### src/inc/obm_cfg.svh
// Constants for the operand bus master interface
`ifndef OBM_CFG_SVH
`define OBM_CFG_SVH
`define OBM_DATA_W   16
`define OBM_ADDR_W   16
`define OBM_CYC_INSTR 2'h0
`define OBM_CYC_MEMRD 2'h1
`define OBM_CYC_MEMWR 2'h2
`define OBM_CYC_IO    2'h3
`endif

### src/inc/obm_pkg.sv
// Types for the operand bus master interface
`include "obm_cfg.svh"
package obm_pkg;
    typedef logic [`OBM_DATA_W-1:0] obm_data_t;
    typedef logic [`OBM_ADDR_W-1:0] obm_addr_t;
    typedef enum logic [5:0] {
        OBM_IDLE  = 6'b00_0001,
        OBM_REQ   = 6'b00_0010,
        OBM_ADDR  = 6'b00_0100,
        OBM_DATA  = 6'b00_1000,
        OBM_END   = 6'b01_0000,
        OBM_GIVE  = 6'b10_0000
    } obm_state_t;
    typedef enum logic [2:0] {
        OBA_IDLE = 3'b001,
        OBA_GRANT = 3'b010,
        OBA_BUSY = 3'b100
    } obm_arb_t;
endpackage

### src/inc/obm_if.sv
// Pin bundle between the bus master and the arbiter and slave end
interface obm_if;
    // Master pins, each with output enable
    logic                  bus_request_n_o, bus_request_n_oe;
    logic                  grant_ack_n_o, grant_ack_n_oe;
    logic                  operand_not_instruction_o, operand_not_instruction_oe;
    logic                  mem_not_io_o, mem_not_io_oe;
    logic                  read_not_write_o, read_not_write_oe;
    logic                  addr_strobe_n_o, addr_strobe_n_oe;
    logic                  data_strobe_n_o, data_strobe_n_oe;
    logic [15:0]           addr_o;
    logic                  addr_oe;
    logic [15:0]           data_mo;
    logic                  data_moe;
    // Partner pins
    logic                  bus_grant_n;
    logic                  bus_in_use_n;
    logic                  transfer_ack_n;
    logic [15:0]           data_so;
    logic                  data_soe;
    modport master (
        output bus_request_n_o, bus_request_n_oe, grant_ack_n_o, grant_ack_n_oe,
        output operand_not_instruction_o, operand_not_instruction_oe,
        output mem_not_io_o, mem_not_io_oe, read_not_write_o, read_not_write_oe,
        output addr_strobe_n_o, addr_strobe_n_oe, data_strobe_n_o, data_strobe_n_oe,
        output addr_o, addr_oe, data_mo, data_moe,
        input  bus_grant_n, bus_in_use_n, transfer_ack_n, data_so, data_soe
    );
    modport partner (
        input  bus_request_n_o, bus_request_n_oe, grant_ack_n_o, grant_ack_n_oe,
        input  operand_not_instruction_o, operand_not_instruction_oe,
        input  mem_not_io_o, mem_not_io_oe, read_not_write_o, read_not_write_oe,
        input  addr_strobe_n_o, addr_strobe_n_oe, data_strobe_n_o, data_strobe_n_oe,
        input  addr_o, addr_oe, data_mo, data_moe,
        output bus_grant_n, bus_in_use_n, transfer_ack_n, data_so, data_soe
    );
endinterface

### src/design/obm_master.sv
// Device end: requests the operand bus and runs strobed bus cycles
// Function
// - Drive request low when bus needed
// - Float request while test held low
// - Take bus only after grant
// - Other master holds bus-in-use while using
// - Grant acknowledge low while bus owner
// - Others stay off while acknowledge low
// - Release acknowledge to float, not high
// - Instruction qualifier low only on fetch
// - Cycle completes only after transfer acknowledge
// - Acknowledge may be tied low
// - Memory/IO qualifier high memory, low IO
// - Float memory/IO qualifier when not owner
// - Read/write high read, low write
// - Float read/write when not owner
// - Address strobe low on valid address, driven high in the end state while owner, else float
// - Data strobe low on valid data, driven high in address and end states while owner, else float
// - Test mode floats all but clock outputs
`include "obm_cfg.svh"
module obm_master (
    // Clock and reset
    input  wire logic        clk_i,
    input  wire logic        rstn_i,
    // Test mode, active low
    input  wire logic        test_n_i,
    // Pins
    obm_if.master            bus,
    // Clock outputs
    output logic             osc_clock_out_o,
    output logic             sys_clock_out_o,
    // Cycle request
    input  wire logic        cyc_valid_i,
    input  wire logic [1:0]  cyc_kind_i,
    input  wire obm_pkg::obm_addr_t cyc_addr_i,
    input  wire obm_pkg::obm_data_t cyc_wdata_i,
    input  wire logic        keep_bus_i,
    output logic             cyc_ready_o,
    output logic             cyc_done_o,
    output obm_pkg::obm_data_t cyc_rdata_o,
    output logic             owner_o
);
    import obm_pkg::*;

    ////////////////////////////////////////////////////////////////////////
    // Three-flop synchronisers for the partner pins
    logic [2:0] gnt_s, use_s, ack_s;
    logic gnt_q, use_q, ack_q;
    always_ff @(posedge clk_i or negedge rstn_i) begin
        if (!rstn_i) begin
            gnt_s <= 3'h7;
            use_s <= 3'h7;
            ack_s <= 3'h7;
            gnt_q <= 1'b1;
            use_q <= 1'b1;
            ack_q <= 1'b1;
        end else begin
            gnt_s <= {gnt_s[1:0], bus.bus_grant_n};
            use_s <= {use_s[1:0], bus.bus_in_use_n};
            ack_s <= {ack_s[1:0], bus.transfer_ack_n};
            if (gnt_s[2] == gnt_s[1])
                gnt_q <= gnt_s[2];
            if (use_s[2] == use_s[1])
                use_q <= use_s[2];
            if (ack_s[2] == ack_s[1])
                ack_q <= ack_s[2];
        end
    end

    ////////////////////////////////////////////////////////////////////////
    // Ownership and bus cycle sequencer
    obm_state_t st_r, st_nxt;
    logic [1:0] kind_r, kind_nxt;
    obm_addr_t  addr_r, addr_nxt;
    obm_data_t  wdat_r, wdat_nxt;
    obm_data_t  rdat_r, rdat_nxt;
    logic       done_r, done_nxt;
    logic       ds_held_r, ds_held_nxt;
    logic       take;
    logic       owner;

    assign take = st_r == OBM_IDLE && cyc_valid_i && test_n_i;

    always_comb begin
        st_nxt   = st_r;
        kind_nxt = kind_r;
        addr_nxt = addr_r;
        wdat_nxt = wdat_r;
        rdat_nxt = rdat_r;
        done_nxt = 1'b0;
        // Data strobe stands two cycles at least, so a slave behind
        // synchronisers still sees it when acknowledge is tied low
        ds_held_nxt = st_r == OBM_DATA;
        case (st_r)
            OBM_IDLE: begin
                if (take) begin
                    kind_nxt = cyc_kind_i;
                    addr_nxt = cyc_addr_i;
                    wdat_nxt = cyc_wdata_i;
                    st_nxt   = OBM_REQ;
                end
            end
            OBM_REQ: begin
                if (!gnt_q && use_q)
                    st_nxt = OBM_ADDR;
            end
            OBM_ADDR: st_nxt = OBM_DATA;
            OBM_DATA: begin
                if (!ack_q && ds_held_r) begin
                    rdat_nxt = bus.data_so;
                    done_nxt = 1'b1;
                    st_nxt   = OBM_END;
                end
            end
            OBM_END: begin
                if (keep_bus_i && cyc_valid_i && test_n_i) begin
                    kind_nxt = cyc_kind_i;
                    addr_nxt = cyc_addr_i;
                    wdat_nxt = cyc_wdata_i;
                    st_nxt   = OBM_ADDR;
                end else begin
                    st_nxt = OBM_GIVE;
                end
            end
            // Wait for the stale grant to be withdrawn before asking again
            OBM_GIVE: begin
                if (gnt_q)
                    st_nxt = OBM_IDLE;
            end
            default: st_nxt = OBM_IDLE;
        endcase
        if (!test_n_i)
            st_nxt = OBM_IDLE;
    end

    always_ff @(posedge clk_i or negedge rstn_i) begin
        if (!rstn_i) begin
            st_r   <= OBM_IDLE;
            kind_r <= `OBM_CYC_MEMRD;
            addr_r <= 16'h0000;
            wdat_r <= 16'h0000;
            rdat_r <= 16'h0000;
            done_r <= 1'b0;
            ds_held_r <= 1'b0;
        end else begin
            st_r   <= st_nxt;
            kind_r <= kind_nxt;
            addr_r <= addr_nxt;
            wdat_r <= wdat_nxt;
            rdat_r <= rdat_nxt;
            done_r <= done_nxt;
            ds_held_r <= ds_held_nxt;
        end
    end

    ////////////////////////////////////////////////////////////////////////
    // Pin drive; ownership spans address, data and end states
    assign owner = test_n_i && (st_r == OBM_ADDR || st_r == OBM_DATA || st_r == OBM_END);

    assign bus.bus_request_n_o  = 1'b0;
    assign bus.bus_request_n_oe = test_n_i && st_r == OBM_REQ;
    assign bus.grant_ack_n_o    = 1'b0;
    assign bus.grant_ack_n_oe   = owner;
    assign bus.operand_not_instruction_o  = kind_r != `OBM_CYC_INSTR;
    assign bus.operand_not_instruction_oe = owner;
    assign bus.mem_not_io_o     = kind_r != `OBM_CYC_IO;
    assign bus.mem_not_io_oe    = owner;
    assign bus.read_not_write_o = kind_r != `OBM_CYC_MEMWR;
    assign bus.read_not_write_oe = owner;
    assign bus.addr_strobe_n_o  = !(st_r == OBM_ADDR || st_r == OBM_DATA);
    assign bus.addr_strobe_n_oe = owner;
    assign bus.data_strobe_n_o  = st_r != OBM_DATA;
    assign bus.data_strobe_n_oe = owner;
    assign bus.addr_o           = addr_r;
    assign bus.addr_oe          = owner;
    assign bus.data_mo          = wdat_r;
    assign bus.data_moe         = owner && kind_r == `OBM_CYC_MEMWR;

    // Clock outputs stay live in test mode
    assign osc_clock_out_o = clk_i;
    assign sys_clock_out_o = clk_i;
    assign cyc_ready_o     = take;
    assign cyc_done_o      = done_r;
    assign cyc_rdata_o     = rdat_r;
    assign owner_o         = owner;
endmodule

### src/flat_wrapper.sv
// flat-port wrapper written by rule: the top's interface ports become plain ports
module obm_master_flat import obm_pkg::*;
  (clk_i, rstn_i, test_n_i, osc_clock_out_o, sys_clock_out_o, cyc_valid_i, cyc_kind_i, cyc_addr_i, cyc_wdata_i, keep_bus_i, cyc_ready_o, cyc_done_o, cyc_rdata_o, owner_o, bus_bus_request_n_o, bus_bus_request_n_oe, bus_grant_ack_n_o, bus_grant_ack_n_oe, bus_operand_not_instruction_o, bus_operand_not_instruction_oe, bus_mem_not_io_o, bus_mem_not_io_oe, bus_read_not_write_o, bus_read_not_write_oe, bus_addr_strobe_n_o, bus_addr_strobe_n_oe, bus_data_strobe_n_o, bus_data_strobe_n_oe, bus_addr_o, bus_addr_oe, bus_data_mo, bus_data_moe, bus_bus_grant_n, bus_bus_in_use_n, bus_transfer_ack_n, bus_data_so, bus_data_soe);
  obm_if bus_i ();
  input  wire logic clk_i;
  input  wire logic rstn_i;
  input  wire logic test_n_i;
  output logic osc_clock_out_o;
  output logic sys_clock_out_o;
  input  wire logic cyc_valid_i;
  input  wire logic [1:0] cyc_kind_i;
  input  wire obm_pkg::obm_addr_t cyc_addr_i;
  input  wire obm_pkg::obm_data_t cyc_wdata_i;
  input  wire logic keep_bus_i;
  output logic cyc_ready_o;
  output logic cyc_done_o;
  output obm_pkg::obm_data_t cyc_rdata_o;
  output logic owner_o;
  output wire logic [$bits(bus_i.bus_request_n_o)-1:0] bus_bus_request_n_o;
  output wire logic [$bits(bus_i.bus_request_n_oe)-1:0] bus_bus_request_n_oe;
  output wire logic [$bits(bus_i.grant_ack_n_o)-1:0] bus_grant_ack_n_o;
  output wire logic [$bits(bus_i.grant_ack_n_oe)-1:0] bus_grant_ack_n_oe;
  output wire logic [$bits(bus_i.operand_not_instruction_o)-1:0] bus_operand_not_instruction_o;
  output wire logic [$bits(bus_i.operand_not_instruction_oe)-1:0] bus_operand_not_instruction_oe;
  output wire logic [$bits(bus_i.mem_not_io_o)-1:0] bus_mem_not_io_o;
  output wire logic [$bits(bus_i.mem_not_io_oe)-1:0] bus_mem_not_io_oe;
  output wire logic [$bits(bus_i.read_not_write_o)-1:0] bus_read_not_write_o;
  output wire logic [$bits(bus_i.read_not_write_oe)-1:0] bus_read_not_write_oe;
  output wire logic [$bits(bus_i.addr_strobe_n_o)-1:0] bus_addr_strobe_n_o;
  output wire logic [$bits(bus_i.addr_strobe_n_oe)-1:0] bus_addr_strobe_n_oe;
  output wire logic [$bits(bus_i.data_strobe_n_o)-1:0] bus_data_strobe_n_o;
  output wire logic [$bits(bus_i.data_strobe_n_oe)-1:0] bus_data_strobe_n_oe;
  output wire logic [$bits(bus_i.addr_o)-1:0] bus_addr_o;
  output wire logic [$bits(bus_i.addr_oe)-1:0] bus_addr_oe;
  output wire logic [$bits(bus_i.data_mo)-1:0] bus_data_mo;
  output wire logic [$bits(bus_i.data_moe)-1:0] bus_data_moe;
  input wire logic [$bits(bus_i.bus_grant_n)-1:0] bus_bus_grant_n;
  input wire logic [$bits(bus_i.bus_in_use_n)-1:0] bus_bus_in_use_n;
  input wire logic [$bits(bus_i.transfer_ack_n)-1:0] bus_transfer_ack_n;
  input wire logic [$bits(bus_i.data_so)-1:0] bus_data_so;
  input wire logic [$bits(bus_i.data_soe)-1:0] bus_data_soe;
  assign bus_bus_request_n_o = bus_i.bus_request_n_o;
  assign bus_bus_request_n_oe = bus_i.bus_request_n_oe;
  assign bus_grant_ack_n_o = bus_i.grant_ack_n_o;
  assign bus_grant_ack_n_oe = bus_i.grant_ack_n_oe;
  assign bus_operand_not_instruction_o = bus_i.operand_not_instruction_o;
  assign bus_operand_not_instruction_oe = bus_i.operand_not_instruction_oe;
  assign bus_mem_not_io_o = bus_i.mem_not_io_o;
  assign bus_mem_not_io_oe = bus_i.mem_not_io_oe;
  assign bus_read_not_write_o = bus_i.read_not_write_o;
  assign bus_read_not_write_oe = bus_i.read_not_write_oe;
  assign bus_addr_strobe_n_o = bus_i.addr_strobe_n_o;
  assign bus_addr_strobe_n_oe = bus_i.addr_strobe_n_oe;
  assign bus_data_strobe_n_o = bus_i.data_strobe_n_o;
  assign bus_data_strobe_n_oe = bus_i.data_strobe_n_oe;
  assign bus_addr_o = bus_i.addr_o;
  assign bus_addr_oe = bus_i.addr_oe;
  assign bus_data_mo = bus_i.data_mo;
  assign bus_data_moe = bus_i.data_moe;
  assign bus_i.bus_grant_n = bus_bus_grant_n;
  assign bus_i.bus_in_use_n = bus_bus_in_use_n;
  assign bus_i.transfer_ack_n = bus_transfer_ack_n;
  assign bus_i.data_so = bus_data_so;
  assign bus_i.data_soe = bus_data_soe;
  obm_master u_core (.clk_i(clk_i), .rstn_i(rstn_i), .test_n_i(test_n_i), .bus(bus_i), .osc_clock_out_o(osc_clock_out_o), .sys_clock_out_o(sys_clock_out_o), .cyc_valid_i(cyc_valid_i), .cyc_kind_i(cyc_kind_i), .cyc_addr_i(cyc_addr_i), .cyc_wdata_i(cyc_wdata_i), .keep_bus_i(keep_bus_i), .cyc_ready_o(cyc_ready_o), .cyc_done_o(cyc_done_o), .cyc_rdata_o(cyc_rdata_o), .owner_o(owner_o));
endmodule
### config.mk
export PLATFORM = sky130hd
export DESIGN_NAME = obm_master_flat
export DESIGN_NICKNAME = d
export VERILOG_FILES = /design/src/inc/obm_pkg.sv /design/src/inc/obm_if.sv /design/src/design/obm_master.sv /design/src/flat_wrapper.sv
export VERILOG_INCLUDE_DIRS = /design/src /design/src/inc
export SDC_FILE = /design/constraint.sdc
export NUM_CORES = 1
export LEC_CHECK = 0
export BUFFER_PORTS_ARGS = -buffer_cell sky130_fd_sc_hd__buf_2
export CORE_MARGIN = 5
export CORE_UTILIZATION = 45
export CTS_BUF_LIST = sky130_fd_sc_hd__clkbuf_16
export DETAILED_ROUTE_END_ITERATION = 12
export MAX_ROUTING_LAYER = met4
export PLACE_DENSITY = 0.77
export SETUP_SLACK_MARGIN = 0.15
export SLEW_MARGIN = 10
export SYNTH_ARGS = -nofsm -noshare
export SYNTH_HDL_FRONTEND = slang
export SYNTH_SLANG_ARGS = --single-unit
### constraint.sdc
create_clock -name clk_i -period 2.2 [get_ports clk_i]
set_input_delay 0.44 -clock clk_i [delete_from_list [all_inputs] [get_ports clk_i]]
set_output_delay 0.44 -clock clk_i [all_outputs]
set_load 0.02 [all_outputs]
**Word-level counts from Yosys, hierarchy flattened**

Cells that the tools add are included.
W data, S select, Z words.

- Memories kept: 0
- Latch bits: 0
- ROM bits: 0
- Output and inout bits: 69
- Bits of input ports: 59
- Bits in registers: 70
- Logic and storage cells: 69
- Bits in writable memories: 0

- $lt $le $gt $ge: 0
- Shift-type cells: 0
- Add/sub/neg operators: 0
- Bitwise logic cells: 0
- Div/mod/pow operators: 0
- $mul: 0
- Reductions and logical operators: 19
- Mux-type cells: 18
- Equal/unequal tests: 19

Operators by type and width:

| cell | count |
|---|---|
| $mux W16 | 4 |
| $pmux W16 S2 | 2 |
| $mux W6 | 6 |
| $pmux W6 S6 | 1 |
| $logic_and A1 B1 Y1 | 9 |
| $eq A6 B1 Y1 const B | 1 |
| $eq A6 B2 Y1 const B | 1 |
| $eq A6 B3 Y1 const B | 1 |
| $eq A6 B4 Y1 const B | 1 |
| $eq A6 B5 Y1 const B | 1 |
| $eq A6 B6 Y1 const B | 1 |
| $ne A2 B2 Y1 const B | 3 |
| $ne A3 B2 Y1 const B | 2 |
| $ne A3 B3 Y1 const B | 2 |
| $ne A6 B4 Y1 const B | 1 |
| $mux W2 | 2 |
| $pmux W2 S2 | 1 |
| $reduce_and A4 Y1 | 1 |
| $reduce_bool A2 Y1 | 2 |
| $eq A1 B1 Y1 | 3 |
| $logic_not A1 Y1 | 3 |
| $reduce_and A3 Y1 | 1 |
| $eq A2 B2 Y1 const B | 1 |
| $logic_or A1 B1 Y1 | 2 |
| other kinds (3) | 4 |

**Longest topological paths before layout**

Gate-level depths: netlist (run 1).

- Depth after elaboration: 6
- Gate-level depth with buffers: 6
- Depth with buffers taken out: 5

==> impl_metrics.yaml, run 1 <==
status:
  status: "finished with violations"
  violations: "negative setup slack"
finish:
  final_nets: 390
  diodes: 0
  drive_above_1_share: 0.696
  fill_cells: 498
  fin_area_sq_mm: 0.00419
  fin_util: 0.653
  syn_to_final_growth_pct: 39.0
placed_design:
  placed_area_sq_mm: 0.00367
  numPortBuffers: 124
  gp_congestion: 0.826
  dpl.hpwl_mm: 4.35
floorplanning:
  core_area_sq_mm: 0.00642
  die_x_microns: 91.9
  dieArea_sq_mm: 0.00844
  io_pins: 128
  die_h_microns: 91.9
  start_util: 0.470
  rows: 29
grt:
  grt_max_degree: 71
  overflow: 0
  grt_pass1_wl_mm: 10.3
  grt_pass1_vias: 2137
  antenna_found_initial: 0
  grt.total_usage: 0.159
routing:
  routedWlPerCell_microns: 15.3
  ant_nets: 0
  totalWireLength_mm: 6.34
  vias_per_cell: 4.81
  drtPass1Iterations: 4
  drc: 0
  drt_iter0_drc: 49
  num_vias: 1985
critical_path:
  worstSetupPathType: "reg2out"
  cp_max_fo: 5
  startpoint_type: "flop"
  reg2reg_slack_ps: 230
  reg2reg_depth: 6
  worst-endpoint-required_ps: 1760
  end_kind: "output port"
  reg2reg_to: "u_core.bus.addr_o[2]"
  arrival_ps: 1830
  timing.rr.start: "u_core.st_r[2]"
logic_synthesis:
  synth_top_area_frac: 0.465
  synth_mux_area_frac: 0.224
  synth_compound_gate_area_share: 0.0332
  synth-adder-area-share: 0.00995
  synth_commonest_cells: "56 x dfrtp_1, 30 x mux2_4, 14 x dfstp_2"
  syn-instance-count: 197
  ys.warnings.count: 0
  yosys_most_used_dff: "dfrtp_1"
  synth_cell_types: 38
  ys_async_sr_fraction: 1.00
  synth_area_leaders: "dfrtp_1 46%, mux2_4 15%, dfstp_2 12%, mux2_2 4.5%, mux2_1 3.0%"
  yosys.area.top_type: "dfrtp_1"
  synth.most_common_cell: "dfrtp_1"
  synth_enable_flop_cells: 0
  syn_area_sq_mm: 0.00302
  synth_top_family_by_area: "multiplexers"
  synth-simple-area-share: 0.0859
  avgSynthCellArea_sq_um: 15.3
  synth-seq-area-share: 0.586
  synth-xor-area-share: 0.00581
  ys_ff_latch: 70
power:
  p_comb_frac: 0.228
  p_seq_frac: 0.375
  p_per_area_mw_per_mm2: 1060
  p_switching_w: 0.00131
  p_clk_frac: 0.396
  leakagePower_nw: 2.09
  p_int_w: 0.00312
  p_total_w: 0.00444
  irDropWorstVdd_mv: 0.602
  netSwitchingFraction: 0.296
timing:
  rsz0062_at_grt: "true"
  drv_slew: 0
  fin_crit_ps: 2270
  finalHoldViolCount: 0
  setup_viol: 7
  fin_crit_sh: 1.03
  setup_ws_ps: -67.2
  fmax_ghz: 0.441
  holdWs_ps: 3.35
  finalClockSkew_ps: 7.05
  setup_tns_ps: -389
clock_tree:
  cts_tree: "built"
  clk_pin_slew_ps: 60
  clk_latency_ps: 430
  cts_hold_buf: 0
hold_path:
  hold_class: "in2async"
job:
  maxCapViolCount: 0
-- power by group through the flow --
stage / Clock [W] / Sequential [W] / Combinational [W]
after CTS: 0.00182 / 0.00167 / 0.00103
after global placement: 0.0000849 / 0.00167 / 0.000993
after global routing: 0.00189 / 0.00170 / 0.00108
after floorplan: 0.000106 / 0.00190 / 0.000422
after detailed placement: 0.0000849 / 0.00168 / 0.00101
final: 0.00176 / 0.00166 / 0.00101
-- routing by layer --
layer | vias up | global-route usage | wire [microns]
met5 | - | - | 0
met4 | 0 | 0.0804 | 93
met3 | 8 | 0.0450 | 391
met2 | 71 | 0.259 | 3330
met1 | 968 | 0.181 | 2520
li1 | 938 | - | -
-- state kept, by name, indices dropped and copies added, names as in the netlist --
register            cells
u_core.cyc_rdata_o     16
u_core.ack_q            1
u_core.ds_held_r        1
u_core.cyc_done_o       1
u_core.bus.data_mo     16
u_core.kind_r           2
u_core.gnt_s            3
u_core.use_q            1
u_core.st_r             6
u_core.gnt_q            1
u_core.bus.addr_o      16
u_core.use_s            3
u_core.ack_s            3
-- worst max-delay path by stage --
stage	slack (ps)	from	cells after the start	to
floorplan	160	u_core.st_r[2]	5	bus_data_moe
CTS	-6	u_core.st_r[2]	5	bus_data_moe
global placement	210	u_core.st_r[2]	5	bus_data_moe
global route	-180	u_core.st_r[4]	5	bus_data_moe
detailed placement	160	u_core.st_r[2]	5	bus_data_moe
finish	-70	u_core.st_r[4]	5	bus_data_moe
-- area by class of cell --
| cell class | instances | area, sq um | share of cell area |
|---|---|---|---|
| clock buffer | 15 | 335 | 0.0800 |
| clock inverter | 7 | 48.8 | 0.0116 |
| inverter | 2 | 7.51 | 0.00179 |
| multi-input combinational | 107 | 1140 | 0.272 |
| sequential | 70 | 1780 | 0.423 |
| tap | 77 | 96.3 | 0.0230 |
| timing repair buffer | 135 | 787 | 0.188 |
-- what timing repair did --
action                     CTS  global route
gates resized for setup     20             6
buffers inserted             8             2
pin swaps                    4             4
setup endpoints to repair   13            13
-- per-stage QoR --
step           setup slack, ps  cells
2_1_floorplan              155    198
3_3_place_gp               208    383
3_5_place_dp               157    383
4_1_cts                  -5.86    411
5_1_grt                   -183    413
6_report                 -67.2    413
-- worst max-delay path, stage by stage (launching register included) --
cell	delay [ps]
dfrtp_2	470
o21ai_1	190
o21ai_2	90
nor4_4	310
nor2b_4	210
buf_6	120
-- kinds of logic (layout without fill, tap and decap cells) --
family                     Yosys count  count (layout)
AOI/OAI and AO/OA                   13              13
xor gates and xnor gates             2               2
adders and majority gates            3               3
buffers and inverters               21             159
DFF                                 70              70
muxes                               50              50
other                                1               2
and+or+nand+nor                     37              37
-- placed cells by master (no fill, tap or decap), types with 2 or more instances in the layout --
cell and count:
maj3_1 3, and3_4 2, buf_6 5, dfrtp_2 5
buf_2 115, buf_12 3, inv_1 2, and3_1 2
o21ai_0 2, dfstp_2 14, mux2_1 8, inv_6 2
mux2_2 12, nor2b_1 4, dfrtp_1 51, nor3b_1 2
nor4_4 3, clkbuf_16 13, nand2_1 5, nand2b_1 5
or4b_2 2, clkinvlp_4 3, mux2_4 30, buf_4 14
a21oi_1 2, conb_1 2
Power figures use the tool's default switching activity.
==> inputs of run 2 (changes only) <==
--- a/config.mk
+++ b/config.mk
@@ -11,6 +11,7 @@
 export CORE_UTILIZATION = 45
 export CTS_BUF_LIST = sky130_fd_sc_hd__clkbuf_16
 export DETAILED_ROUTE_END_ITERATION = 12
+export GPL_TIMING_DRIVEN = 0
 export MAX_ROUTING_LAYER = met4
 export PLACE_DENSITY = 0.77
 export SETUP_SLACK_MARGIN = 0.15
==> run 2 against run 1 <==
Against the previous run: highest routed layer unchanged; combinational power is 9.9% higher; global-route usage up 1.5 points; sequential power barely moved; the run still ends with negative setup slack left; critical path depth did not move.
==> impl_metrics.yaml, run 2 (same netlist as run 1, synthesis figures left out) <==
critical_path:
  cpMaxStageDelayCell: "dfrtp_1"
  reg2reg_slack_ps: 190
  worst-endpoint-required_ps: 1760
  worstSetupPathType: "reg2out"
  path_buf_inv: 2
  reg2reg_depth: 9
  arrival_ps: 1780
  timing.rr.start: "u_core.st_r[4]"
  startpoint_type: "flop"
  end_kind: "output port"
  cp_common_cell: "buf_6"
  reg2reg_to: "u_core.bus.addr_o[11]"
  slowest_delay_ps: 370
  cp_max_fo: 6
  path_cells: "buf_6 > nor4_4 > and3b_2 > and3_4 > buf_6"
  crit_family: "simple AND/OR/NAND/NOR gates"
floorplanning:
  rows: 29
  io_pins: 128
  core_area_sq_mm: 0.00642
  start_util: 0.470
  die_x_microns: 91.9
  dieArea_sq_mm: 0.00844
  die_h_microns: 91.9
placed_design:
  numPortBuffers: 124
  gp_congestion: 0.781
  dp.cells: 400
  dpl.hpwl_mm: 4.44
grt:
  antenna_found_initial: 0
  grt.total_usage: 0.175
  overflow: 0
  grt_pass1_vias: 2397
  grt_pass1_wl_mm: 11.3
  grt_max_degree: 69
power:
  p_comb_frac: 0.234
  p_int_w: 0.00340
  leakagePower_nw: 2.35
  irDropWorstVdd_mv: 0.609
  p_seq_frac: 0.349
  netSwitchingFraction: 0.284
  p_switching_w: 0.00135
  p_clk_frac: 0.417
  p_per_area_mw_per_mm2: 1020
timing:
  finalHoldViolCount: 0
  drv_slew: 0
  setup_tns_ps: -43.7
  rsz0062_at_grt: "true"
  fmax_ghz: 0.449
  finalClockSkew_ps: 7.98
  setup_viol: 2
  fin_crit_ps: 2220
  fin_crit_sh: 1.01
  setup_ws_ps: -24.8
routing:
  drc: 0
  num_vias: 2194
  vias_per_cell: 4.93
  drt_iter0_drc: 84
  drtPass1Iterations: 4
  routedWlPerCell_microns: 16.1
  totalWireLength_mm: 7.19
  ant_nets: 0
job:
  maxCapViolCount: 0
status:
  violations: "negative setup slack"
  status: "finished with violations"
hold_path:
  hold_class: "in2reg"
  hold_depth: 1
  worstHoldEndpoint: "u_core.ack_s[0]"
  hold_start: "bus_transfer_ack_n"
finish:
  diodes: 0
  syn_to_final_growth_pct: 53.8
  final_cell_mix: "108 x buf_2, 55 x dfrtp_1, 31 x buf_4"
  final_nets: 422
  finalNonFillerCells: 445
  drive_above_1_share: 0.717
  final_common_cell: "buf_2"
clock_tree:
  clk_pin_slew_ps: 60
  cts_tree: "built"
  clk_latency_ps: 430
-- run 2: cell types whose count changed in the layout (fill, tap and decap cells not counted), moves of 2 or more --
cell / change
buf_6: +15
inv_6: -2
buf_2: -7
buf_8: +2
dfrtp_1: +4
clkbuf_16: +3
dfrtp_2: -4
buf_4: +17
-- run 2: worst max path at each step --
stage	slack [ps]	end	startpoint	cells after the start
floorplan	160	bus_data_moe	u_core.st_r[2]	5
global placement	180	u_core.bus.addr_o[1]	u_core.st_r[0]	6
detailed placement	130	bus_data_moe	u_core.st_r[2]	6
CTS	5	bus_data_moe	u_core.st_r[2]	7
global route	-110	bus_data_moe	u_core.st_r[2]	7
finish	-20	cyc_ready_o	u_core.st_r[2]	5
-- run 2: metrics by stage --
stage | hold WS (ps) | cell area, sq um | utilization | power, W | setup WS (ps)
finish | 107 | 4640 | 0.722 | 0.00475 | -24.8
global route | 89.6 | 4640 | 0.722 | 0.00496 | -114
CTS | 94.9 | 4450 | 0.693 | 0.00472 | 5.06
detailed placement | 247 | 3790 | 0.590 | 0.00282 | 134
global placement | 346 | 3760 | 0.585 | 0.00279 | 180
floorplan | 144 | 3040 | - | 0.00243 | 155
-- run 2: power groups by stage --
| stage | Combinational (W) | Sequential (W) | Clock [W] |
|---|---|---|---|
| after floorplan | 0.000422 | 0.00190 | 0.000106 |
| after CTS | 0.00107 | 0.00166 | 0.00200 |
| after global routing | 0.00118 | 0.00168 | 0.00210 |
| after detailed placement | 0.00102 | 0.00167 | 0.000134 |
| after global placement | 0.00100 | 0.00166 | 0.000134 |
| final | 0.00111 | 0.00166 | 0.00198 |
-- run 2: cell type report --
cell class	instances	area, sq um
plain buffers	19	201
clock buffers	15	348
clock inverters	7	66.3
fillers	447	1780
inverters	2	7.51
multi-input cells	107	1170
flip-flops and latches	70	1770
well taps	77	96.3
repair buffers	148	977
-- run 2: layer usage --
layer,part of all wire,GRT usage
met1,0.38,0.190
met2,0.54,0.292
met3,0.056,0.0393
met4,0.027,0.105
met5,0,-
-- run 2: repair_timing --
item | CTS | global route
hold buffers | 1 | 0
pin swaps | 6 | 5
cloned | 1 | 3
gates resized for setup | 48 | 12
hold endpoints to repair | 2 | 0
buffers inserted | 13 | 7
endpoints found under the setup margin | 15 | 51
-- run 2: worst reg2reg max path, cell delays in order, from the launching register on --
cell       delay [ps]
dfrtp_1           370
buf_6             140
buf_4             150
buf_4             150
nor2b_4           130
and3_4            150
o211ai_4          200
buf_12            180
clkbuf_16         170
mux2_4            290
==> inputs of run 3 (changes only) <==
--- a/config.mk
+++ b/config.mk
@@ -14,7 +14,6 @@
 export GPL_TIMING_DRIVEN = 0
 export MAX_ROUTING_LAYER = met4
 export PLACE_DENSITY = 0.77
-export SETUP_SLACK_MARGIN = 0.15
 export SLEW_MARGIN = 10
 export SYNTH_ARGS = -nofsm -noshare
 export SYNTH_HDL_FRONTEND = slang
==> run 3 against run 2 <==
Against the previous run: the run still ends with negative setup slack left; global-route usage decreased by 1.0 points; clock power about the same; die area unchanged; count of clock-buffer cells in the layout unchanged; cell count decreased by 2.9%; first-iteration DRC count decreased by 42%; core utilization decreased by 3.5 points; combinational power decreased by 5%; worst hold slack got worse by 1.9 ps; non-clock buffer count decreased by 13; sequential power about the same; critical path depth increased by 2; highest routed layer unchanged.
==> impl_metrics.yaml, run 3 (same netlist as run 1, synthesis figures left out) <==
floorplanning:
  start_util: 0.470
  dieArea_sq_mm: 0.00844
  core_area_sq_mm: 0.00642
  rows: 29
  die_x_microns: 91.9
  io_pins: 128
  die_h_microns: 91.9
routing:
  num_vias: 2059
  routedWlPerCell_microns: 16.0
  drc: 0
  totalWireLength_mm: 6.91
  drtPass1Iterations: 4
  drt_iter0_drc: 49
  vias_per_cell: 4.77
  ant_nets: 0
timing:
  setup_viol: 5
  finalClockSkew_ps: 7.45
  finalHoldViolCount: 0
  fmax_ghz: 0.450
  drv_slew: 0
  rsz0062_at_grt: "true"
  setup_ws_ps: -20.3
  fin_crit_ps: 2220
  setup_tns_ps: -67.7
  fin_crit_sh: 1.01
power:
  irDropWorstVdd_mv: 0.564
  p_total_w: 0.00467
  p_per_area_mw_per_mm2: 1060
  leakagePower_nw: 2.22
job:
  maxCapViolCount: 0
placed_design:
  dpl.hpwl_mm: 4.55
  numPortBuffers: 124
  gp_congestion: 0.864
finish:
  final_common_cell: "buf_2"
  syn_to_final_growth_pct: 46.2
  diodes: 0
  fill_cells: 464
  final_nets: 409
  final_cell_mix: "115 x buf_2, 54 x dfrtp_1, 30 x mux2_4"
  drive_above_1_share: 0.707
clock_tree:
  clk_pin_slew_ps: 60
  clk_latency_ps: 430
  cts_tree: "built"
grt:
  overflow: 0
  grt_pass1_vias: 2184
  grt_max_degree: 67
  grt_pass1_wl_mm: 10.5
  grt.total_usage: 0.164
  antenna_found_initial: 0
status:
  violations: "negative setup slack"
  status: "finished with violations"
critical_path:
  cp_max_fo: 7
  arrival_ps: 1780
  end_kind: "output port"
  worst-endpoint-required_ps: 1760
  worstSetupPathType: "reg2out"
  startpoint_type: "flop"
hold_path:
  hold_class: "in2reg"
==> run 3: changes by cell type in the layout (fill, tap and decap cells not counted), moves of 2 or more <==
cell and delta:
buf_8 -2, buf_6 -2, buf_2 +7, buf_4 -10
buf_12 -3, inv_6 +3, clkbuf_16 -3, and3_1 +2
and3_4 -2
==> run 3: what timing repair did <==
action / 4_1_cts / 5_1_grt
buffers inserted: 5 / 5
pin swaps: 5 / 4
gates cloned: 1 / 0
endpoints found under the hold margin: 4 / 0
resized for setup: 10 / 32
hold buffers: 1 / 0
endpoints found under the setup margin: 12 / 13
==> run 3: cell type report <==
type                            count  area (sq um)  area share
Sequential cell                    70          1770       0.402
Inverter                            2          7.51     0.00170
Tap cell                           77          96.3      0.0218
Buffer                             19           170      0.0386
Clock inverter                      7          80.1      0.0182
Clock buffer                       15           335      0.0760
Multi-Input combinational cell    107          1160       0.262
Timing Repair Buffer              135           793       0.180
==> run 3: metrics by stage <==
step | std cells | hold WS (ps) | worst slack, ps | area [sq um] | utilization
floorplan | 198 | 144 | 100 | 3040 | -
global placement | 399 | 345 | 146 | 3750 | 0.584
detailed placement | 400 | 256 | 138 | 3780 | 0.589
CTS | 427 | 92.2 | -103 | 4270 | 0.665
global route | 432 | 87.8 | -95.0 | 4410 | 0.687
finish | 432 | 105 | -20.3 | 4410 | 0.687
==> run 3: final timing paths <==
check	to	cells after the start	from	slack, ps
min in group asynchronous	u_core.ds_held_r	2	rstn_i	350
max	bus_operand_not_instruction_oe	7	u_core.st_r[4]	-20
max in group asynchronous	u_core.gnt_s[2]	3	rstn_i	1290
min reg2reg	u_core.use_s[1]	0	u_core.use_s[0]	350
max reg2reg	u_core.bus.addr_o[4]	7	u_core.st_r[5]	120
min	u_core.use_s[0]	1	bus_bus_in_use_n	110
==> run 3: metal layers <==
metal  GRT usage  part of all wire  up-vias
met2       0.266              0.54       71
met5           -                 0        -
met4      0.0804             0.013        0
met1       0.193              0.40      995
li1            -                 -      982
met3      0.0385             0.045       11
==> run 3: critical path, cell delays in order, from the launching register on <==
cell and delay [ps]:
dfrtp_1 370, buf_6 140, xor2_2 160, o21ai_2 80, nor4_4 160, buf_2 210, buf_4 120, buf_6 100
==> run 3: power breakdown <==
group	switching, W	total, W	internal, W
combinational	0.000536	0.00105	0.000509
clock	0.000700	0.00197	0.00127
sequential	0.000130	0.00166	0.00153
